[src/regview_pkg.sv]
// Package: register indices, reset values and field positions for the general register block
package regview_pkg;

  // ----------------------------------------------------------------
  // Widths
  // ----------------------------------------------------------------
  localparam int unsigned ADDR_W = 5;  // Register index width
  localparam int unsigned DATA_W = 16; // Data path width
  localparam int unsigned BYTE_W = 8;  // Byte width

  // ----------------------------------------------------------------
  // Register indices
  // ----------------------------------------------------------------
  localparam logic [ADDR_W-1:0] IDX_POINTER_CONTROL = 5'h04; // Index chosen locally
  localparam logic [ADDR_W-1:0] IDX_GENERAL = 5'h05;         // Full 16-bit register
  localparam logic [ADDR_W-1:0] IDX_LOW_BYTE = 5'h06;        // Low byte location
  localparam logic [ADDR_W-1:0] IDX_SWAPPED = 5'h08;         // Byte-swapped view
  localparam logic [ADDR_W-1:0] IDX_HIGH_BYTE = 5'h09;       // High byte location
  localparam logic [ADDR_W-1:0] IDX_SIGN_EXT = 5'h0a;        // Sign-extended low byte

  // ----------------------------------------------------------------
  // Reset values and fields
  // ----------------------------------------------------------------
  localparam logic [DATA_W-1:0] GENERAL_RESET = 16'h0000;   // General register reset
  localparam logic [DATA_W-1:0] CONTROL_RESET = 16'h0004;   // Pointer control reset
  localparam int unsigned WIDTH_SELECT_BIT = 2;             // Word/byte select position
  localparam logic [DATA_W-1:0] CONTROL_MASK = 16'h0004;    // Implemented control bits
  localparam logic [DATA_W-1:0] ZERO_WORD = 16'h0000;       // Unmapped read value

endpackage : regview_pkg

[src/regview_if.sv]
// Interface: general register value and its write port between modules
`timescale 1ns/1ns
`default_nettype none
interface regview_if;
  import regview_pkg::*;
  logic [DATA_W-1:0] value;   // Stored general register
  logic wr_low;               // Low byte write strobe
  logic wr_high;              // High byte write strobe
  logic [DATA_W-1:0] wr_data; // Write data, low byte in [7:0] for byte writes

  // Storage side drives value
  modport store (
    output value,
    input wr_low,
    input wr_high,
    input wr_data
  );

  // Decoder side drives strobes
  modport access (
    input value,
    output wr_low,
    output wr_high,
    output wr_data
  );
endinterface : regview_if
`default_nettype wire

[src/general_store.sv]
// Storage for the 16-bit general register with per-byte writes
`timescale 1ns/1ns
`default_nettype none
module general_store (
  input wire logic clk_i,
  input wire logic srst_i,
  input wire logic byte_mode_i,
  regview_if.store bus
);
  import regview_pkg::*;

  logic [DATA_W-1:0] word;      // Held value
  logic [DATA_W-1:0] next_word; // Next held value

  // Byte steering; byte_mode_i places a byte write from the low data lane
  always_comb
  begin
    next_word = word;
    if (bus.wr_low)
    begin
      next_word[BYTE_W-1:0] = bus.wr_data[BYTE_W-1:0];
    end
    if (bus.wr_high)
    begin
      // Upper lane when both strobes, low lane for a lone high-byte write
      next_word[DATA_W-1:BYTE_W] = byte_mode_i ?
        bus.wr_data[BYTE_W-1:0] : bus.wr_data[DATA_W-1:BYTE_W];
    end
  end

  // Register stage
  always_ff @(posedge clk_i)
  begin
    if (srst_i)
    begin
      word <= GENERAL_RESET;
    end
    else
    begin
      word <= next_word;
    end
  end

  assign bus.value = word;

endmodule : general_store
`default_nettype wire

[src/view_mux.sv]
// Read multiplexer for the general register views
`timescale 1ns/1ns
`default_nettype none
module view_mux (
  input wire logic [regview_pkg::ADDR_W-1:0] addr_i,
  input wire logic [regview_pkg::DATA_W-1:0] general_i,
  input wire logic [regview_pkg::DATA_W-1:0] control_i,
  output logic [regview_pkg::DATA_W-1:0] data_o
);
  import regview_pkg::*;

  // Views derived combinationally, so they follow reset of the store
  always_comb
  begin
    case (addr_i)
      IDX_GENERAL: data_o = general_i;
      IDX_LOW_BYTE: data_o = {{BYTE_W{1'b0}}, general_i[BYTE_W-1:0]};
      IDX_HIGH_BYTE: data_o = {{BYTE_W{1'b0}}, general_i[DATA_W-1:BYTE_W]};
      IDX_SWAPPED: data_o = {general_i[BYTE_W-1:0], general_i[DATA_W-1:BYTE_W]};
      IDX_SIGN_EXT: data_o = {{BYTE_W{general_i[BYTE_W-1]}},
                              general_i[BYTE_W-1:0]};
      IDX_POINTER_CONTROL: data_o = control_i & CONTROL_MASK;
      default: data_o = ZERO_WORD;
    endcase
  end

endmodule : view_mux
`default_nettype wire

[src/general_register_byte_views.sv]
// Top: general register byte views and pointer control register
`timescale 1ns/1ns
`default_nettype none

// ------------------------------------------------------------------
// Function
// ------------------------------------------------------------------
//
// Function
// - Pointer control resets to 0004h
// - Bit 2 selects word or byte pointer access
// - Control bits 15 to 3 read zero
// - General register 16 bits, resets zero
// - Low and high bytes reset zero
// - Low byte write changes bits 7-0 only
// - Low byte read returns bits 7-0
// - High byte write changes bits 15-8 only
// - High byte read returns bits 15-8
// - Swap view exchanges the two bytes
// - Sign view upper byte copies bit 7
// - Sign view lower byte is low byte
// - Swap and sign views read zero after reset
module general_register_byte_views (
  input wire logic clk_i,
  input wire logic srst_i,
  input wire logic [regview_pkg::ADDR_W-1:0] addr_i,
  input wire logic [regview_pkg::DATA_W-1:0] wdata_i,
  input wire logic wr_i,
  input wire logic rd_i,
  output logic [regview_pkg::DATA_W-1:0] rdata_o,
  output logic pointer_word_mode_o
);
  import regview_pkg::*;

  // ----------------------------------------------------------------
  // Internal state
  // ----------------------------------------------------------------
  regview_if gr ();                      // Store/decoder link
  logic [DATA_W-1:0] control;            // Pointer control register
  logic [DATA_W-1:0] next_control;       // Next control value
  logic [DATA_W-1:0] rdata;              // Read data register
  logic [DATA_W-1:0] next_rdata;         // Next read data
  logic word_mode;                       // Registered pointer width select
  logic next_word_mode;                  // Next width select
  logic [DATA_W-1:0] view_data;          // Mux output
  logic byte_mode;                       // Current access is the high byte location

  // Decode helper, used by strobes and steering
  function automatic logic hits(input logic [ADDR_W-1:0] a, input logic [ADDR_W-1:0] idx);
    hits = (a == idx);
  endfunction : hits

  // ----------------------------------------------------------------
  // Write decode
  // ----------------------------------------------------------------
  // Read-only view indices fall through: no strobe, no change
  always_comb
  begin
    gr.wr_low = wr_i && (hits(addr_i, IDX_GENERAL) || hits(addr_i, IDX_LOW_BYTE));
    gr.wr_high = wr_i && (hits(addr_i, IDX_GENERAL) || hits(addr_i, IDX_HIGH_BYTE));
    gr.wr_data = wdata_i;
    byte_mode = hits(addr_i, IDX_HIGH_BYTE);
  end

  general_store u_store (
    .clk_i(clk_i),
    .srst_i(srst_i),
    .byte_mode_i(byte_mode),
    .bus(gr.store)
  );

  view_mux u_mux (
    .addr_i(addr_i),
    .general_i(gr.value),
    .control_i(control),
    .data_o(view_data)
  );

  // ----------------------------------------------------------------
  // Control register and read path
  // ----------------------------------------------------------------
  // Only the implemented bit is kept, so reserved bits cannot store
  always_comb
  begin
    next_control = control;
    if (wr_i && hits(addr_i, IDX_POINTER_CONTROL))
    begin
      next_control = wdata_i & CONTROL_MASK;
    end
    next_word_mode = next_control[WIDTH_SELECT_BIT];
    next_rdata = rd_i ? view_data : ZERO_WORD;
  end

  // Register stage; read data stand one cycle only
  always_ff @(posedge clk_i)
  begin
    if (srst_i)
    begin
      control <= CONTROL_RESET;
      word_mode <= CONTROL_RESET[WIDTH_SELECT_BIT];
      rdata <= ZERO_WORD;
    end
    else
    begin
      control <= next_control;
      word_mode <= next_word_mode;
      rdata <= next_rdata;
    end
  end

  assign rdata_o = rdata;
  assign pointer_word_mode_o = word_mode;

  // ----------------------------------------------------------------
  // Assertions
  // ----------------------------------------------------------------
  control_reset_a: assert property (@(posedge clk_i) srst_i |=> control == 16'h0004 && pointer_word_mode_o)
    else $error("control not 0004h after reset");
  width_select_a: assert property (@(posedge clk_i) disable iff (srst_i) pointer_word_mode_o == control[2])
    else $error("width select mismatch");
  reserved_zero_a: assert property (@(posedge clk_i) disable iff (srst_i)
    rd_i && addr_i == IDX_POINTER_CONTROL |=> rdata_o[15:3] == 13'h0000)
    else $error("reserved control bits not zero");
  general_reset_a: assert property (@(posedge clk_i) srst_i |=> gr.value == 16'h0000)
    else $error("general register not cleared");
  low_write_a: assert property (@(posedge clk_i) disable iff (srst_i)
    wr_i && addr_i == IDX_LOW_BYTE |=> gr.value == {$past(gr.value[15:8]), $past(wdata_i[7:0])})
    else $error("low byte write wrong");
  high_write_a: assert property (@(posedge clk_i) disable iff (srst_i)
    wr_i && addr_i == IDX_HIGH_BYTE |=> gr.value == {$past(wdata_i[7:0]), $past(gr.value[7:0])})
    else $error("high byte write wrong");
  swap_read_a: assert property (@(posedge clk_i) disable iff (srst_i)
    rd_i && !wr_i && addr_i == IDX_SWAPPED |=> rdata_o == {gr.value[7:0], gr.value[15:8]})
    else $error("swap view wrong");
  sign_read_a: assert property (@(posedge clk_i) disable iff (srst_i)
    rd_i && !wr_i && addr_i == IDX_SIGN_EXT |=> rdata_o == {{8{gr.value[7]}}, gr.value[7:0]})
    else $error("sign view wrong");
  ro_write_a: assert property (@(posedge clk_i) disable iff (srst_i)
    wr_i && (addr_i == IDX_SWAPPED || addr_i == IDX_SIGN_EXT) |=> $stable(gr.value))
    else $error("read-only write changed register");

endmodule : general_register_byte_views
`default_nettype wire

[config.mk]
export PLATFORM = sky130hd
export DESIGN_NAME = general_register_byte_views
export DESIGN_NICKNAME = d
export VERILOG_FILES = /design/src/regview_pkg.sv /design/src/regview_if.sv /design/src/general_store.sv /design/src/view_mux.sv /design/src/general_register_byte_views.sv
export SDC_FILE = /design/constraint.sdc
export NUM_CORES = 1
export LEC_CHECK = 0
export ABC_CLOCK_PERIOD_IN_PS = 3400
export BUFFER_PORTS_ARGS = -buffer_cell sky130_fd_sc_hd__buf_2
export CAP_MARGIN = 20
export CORE_MARGIN = 5
export CORE_UTILIZATION = 50
export CTS_CLUSTER_DIAMETER = 150
export DETAILED_ROUTE_END_ITERATION = 10
export PLACE_DENSITY_LB_ADDON = 0.3
export SLEW_MARGIN = 20
export SYNTH_ARGS = -nofsm -noshare
export SYNTH_HDL_FRONTEND = slang
export SYNTH_SLANG_ARGS = --single-unit
[constraint.sdc]
create_clock -name clk_i -period 3.4 [get_ports clk_i]
set_input_delay 0.34 -clock clk_i [delete_from_list [all_inputs] [get_ports clk_i]]
set_output_delay 0.34 -clock clk_i [all_outputs]
set_load 0.02 [all_outputs]
==> impl_summary.log <==
INFO  metric initialDrtViolationCount = ~140
INFO  metric critical-path-slowest-cell = and4b_1
INFO  metric max-cap-violations = 0
INFO  metric min_period = 1540 ps
INFO  metric synth_edf_count = 0
INFO  metric criticalPathCategory = primary input to flip-flop
INFO  metric number_of_endpoints_with_negative_hold_slack_in_the_final_report = 0
INFO  metric initial_standard_cell_utilization_of_the_core = slightly above 50%
INFO  metric synthMostInstantiatedCell = dfxtp_1
INFO  metric yosysSeqAreaShare = between 30% and 40%
INFO  metric ys.warnings.count = 0
INFO  metric worstPathCellList = buf_2 -> xor2_2 -> and4b_1 -> mux2i_1
INFO  metric route.detailed.drc = 0
INFO  metric routed_wl = between 4000 and 5000 um
INFO  metric max_clock_freq = roughly 650 MHz
INFO  metric io-pin-count = 42
INFO  metric timing.max_slew.rel_slack = 60.4%
INFO  metric cts.htree.levels = 2
INFO  metric cts_repair_resize_count = 0
INFO  metric clk_path_buf_depth = 2
INFO  metric ys_async_sr_fraction = 0%
INFO  metric whs = roughly 260 ps
INFO  metric dpl-instance-area = 1850 um2
INFO  metric finish.cell_count_without_fillers = ~260
INFO  metric required = roughly 3700 ps
INFO  metric dp.cells = about 260
INFO  metric synth.cells.most_frequent = dfxtp_1, nand3_1, nand2b_1
INFO  metric worstSetupEndpointType = flip-flop
INFO  metric min_path_type = primary input to flip-flop
INFO  metric critical_path_arrival = 1810 ps
INFO  metric drive_gt1_share = a little over a quarter
INFO  metric status = finished, final reports clean
INFO  metric cts_tree = yes
INFO  metric via_per_inst = about 5.7
INFO  metric dominantRegCellSynth = dfxtp_1
INFO  metric post-route-cell-area = 1940 um2
INFO  metric yosysTopAreaCellShare = between 30% and 40%
INFO  metric routed_antenna_nets = 0
INFO  metric io_buffer_count = 41
INFO  metric mappedNetlistNets = a little over 200
INFO  metric hpwlAfterDp = 2790 um
INFO  metric row_count = 21
INFO  metric critPathMaxStageDelay = 590 ps
INFO  metric cts_num_sinks = 33
INFO  metric crit_path_start_kind = primary input
INFO  metric worst_ir_drop_vdd = approximately 0.00023 V
INFO  metric via_count = between 1.5k and 2k
INFO  metric synth-seq-cells = 33
INFO  metric leak_pwr = approximately 0.00068 uW
INFO  metric place.gp.congestion = around 0.8
INFO  metric syn_avg_cell_area = between 9 and 10 um2
INFO  metric critPathMaxFanout = 15
INFO  metric worst_clock_skew = roughly 15 ps
INFO  metric global_route.peak_usage_layer = met1
INFO  metric tritoncts.num_buffers = 5
INFO  metric number_of_fillers_in_the_final_layout = ~300
INFO  metric core_area = 3310 um2
INFO  metric cts.reportedPaths.clkPinSlew = ~110 ps
INFO  metric final_net_count = between 200 and 250
INFO  metric grtUsageMet2 = 26.4%
INFO  metric grt_usage = about a fifth
INFO  metric wire_length_of_the_first_global_routing_pass = between 6000 and 7000 um
INFO  metric grt_remaining_overflow = 0
INFO  metric totalNegativeSetupSlack = 0 ps
INFO  metric regToRegSetupSlack = approximately 2400 ps
INFO  metric grt_antenna_before_repair = 0
INFO  metric transition_time_of_the_tightest_slew_check_pin = 591 ps
INFO  metric n_antenna_cell = 0
INFO  metric synth_largest_area_cell = dfxtp_1
INFO  metric grt_start_max_net_pins = 27
INFO  metric clk-insertion-delay-late = between 300 and 400 ps
INFO  metric hold_fix_buffers_at_cts = 0
INFO  metric fin_ws = between 1500 and 2000 ps
INFO  metric die_width = just under 70 um
INFO  metric die_area = around 4700 um2
INFO  metric grt_pass1_vias = about 1.3k
INFO  metric netlist_instances = around 180
INFO  metric slew_viol_final = 0
INFO  metric detailedRoute.firstPassIterationCount = 4
INFO  metric multi_input_area = 905 um2
INFO  metric power_per_cell_area = around 400 nW/um2
INFO  metric seqCellArea = approximately 660 um2
INFO  metric timing.final.setup_violations = 0
INFO  metric grt_util_met1 = between 20% and 30%
INFO  metric post_synth_instance_area = about 1700 um2
INFO  metric synth.lib_cells_used.distinct = 35
INFO  metric clock-root-buffer = clkbuf_4
INFO  metric final.period_utilization = roughly 45%
INFO  metric yosys-top-cells-area = dfxtp_1, nand3_1, nand2b_1, mux2i_1, buf_6
INFO  metric area_growth = 14.4%
INFO  metric placement.setup.worst_slack = ~1500 ps
INFO  metric postCtsSetupBuffers = 0
INFO  metric grt_setup_unrepaired = false
INFO  metric grt_use_met3 = around 5.7%
INFO  metric die_height = about 68 um
INFO  metric detail_route.wl_per_cell = approximately 15 um
[registers in the layout, summed over array words and instances (netlist names)]
signal	cells
control	1
rdata_o	16
u_store.bus.value	16
[kinds of logic (layout without fill, tap and decap cells)]
family          Yosys count  after routing  synth area share (%)
compound gates           48             48                  18.2
xor+xnor                  2              2                  2.58
buf+inv                  17             53                  7.68
flops                    33             33                  39.0
mux                       8              8                  4.72
simple gates             73             73                  27.9
[layer usage]
metal / part of all wire (%) / vias to the layer above / wire length, um
met1: 47 / 696 / 1900
met2: 44 / 56 / 1760
met4: 1.6 / 0 / 66
met3: 7.5 / 9 / 301
li1: - / 745 / -
met5: 0 / - / 0
[cells in the final DEF, fill, tap and decap left out, types with 5 or more instances in the layout]
cell	count
buf_2	41
dfxtp_1	33
nand3_1	31
nand2b_1	16
a21oi_1	14
a31oi_1	9
nor2b_1	8
mux2i_1	8
a311oi_1	8
o21ai_1	7
a22oi_1	6
clkbuf_4	5
[final cells by class]
| cell class | instances | area share (%) |
|---|---|---|
| multi-input cells | 131 | 46.6 |
| flip-flops and latches | 33 | 34.1 |
| repair buffers | 44 | 11.7 |
| well taps | 46 | 2.97 |
| clock buffers | 7 | 2.84 |
| clock inverters | 1 | 1.55 |
| inverters | 1 | 0.194 |
[final timing paths]
path	endpoint	start	depth (start not counted)
max	u_store.bus.value[2]$_SDFFE_PP0P_	addr_i[0]	4
min reg2reg	u_store.bus.value[5]$_SDFFE_PP0P_	u_store.bus.value[5]$_SDFFE_PP0P_	2
max reg2reg	rdata_o[13]$_SDFF_PP0_	u_store.bus.value[7]$_SDFFE_PP0P_	2
min	u_store.bus.value[4]$_SDFFE_PP0P_	wdata_i[4]	3
[stage by stage]
step,utilization [%],total power [uW]
5_1_grt,58.6,815
3_3_place_gp,56.0,482
6_report,58.6,785
4_1_cts,58.6,785
2_1_floorplan,-,455
3_5_place_dp,56.0,483
[where the power goes]
part	switching [uW]	internal, uW
clock	134	176
sequential	3.70	390
combinational	51.0	30.2
total	189	596
[worst max-delay path: cells and delay by family]
kind	cells	cell delay (ps)
and+or+nand+nor	1	590
buffers and inverters	1	260
muxes	1	230
xor gates and xnor gates	1	380
Note: power is estimated with default switching activity, not from simulation.
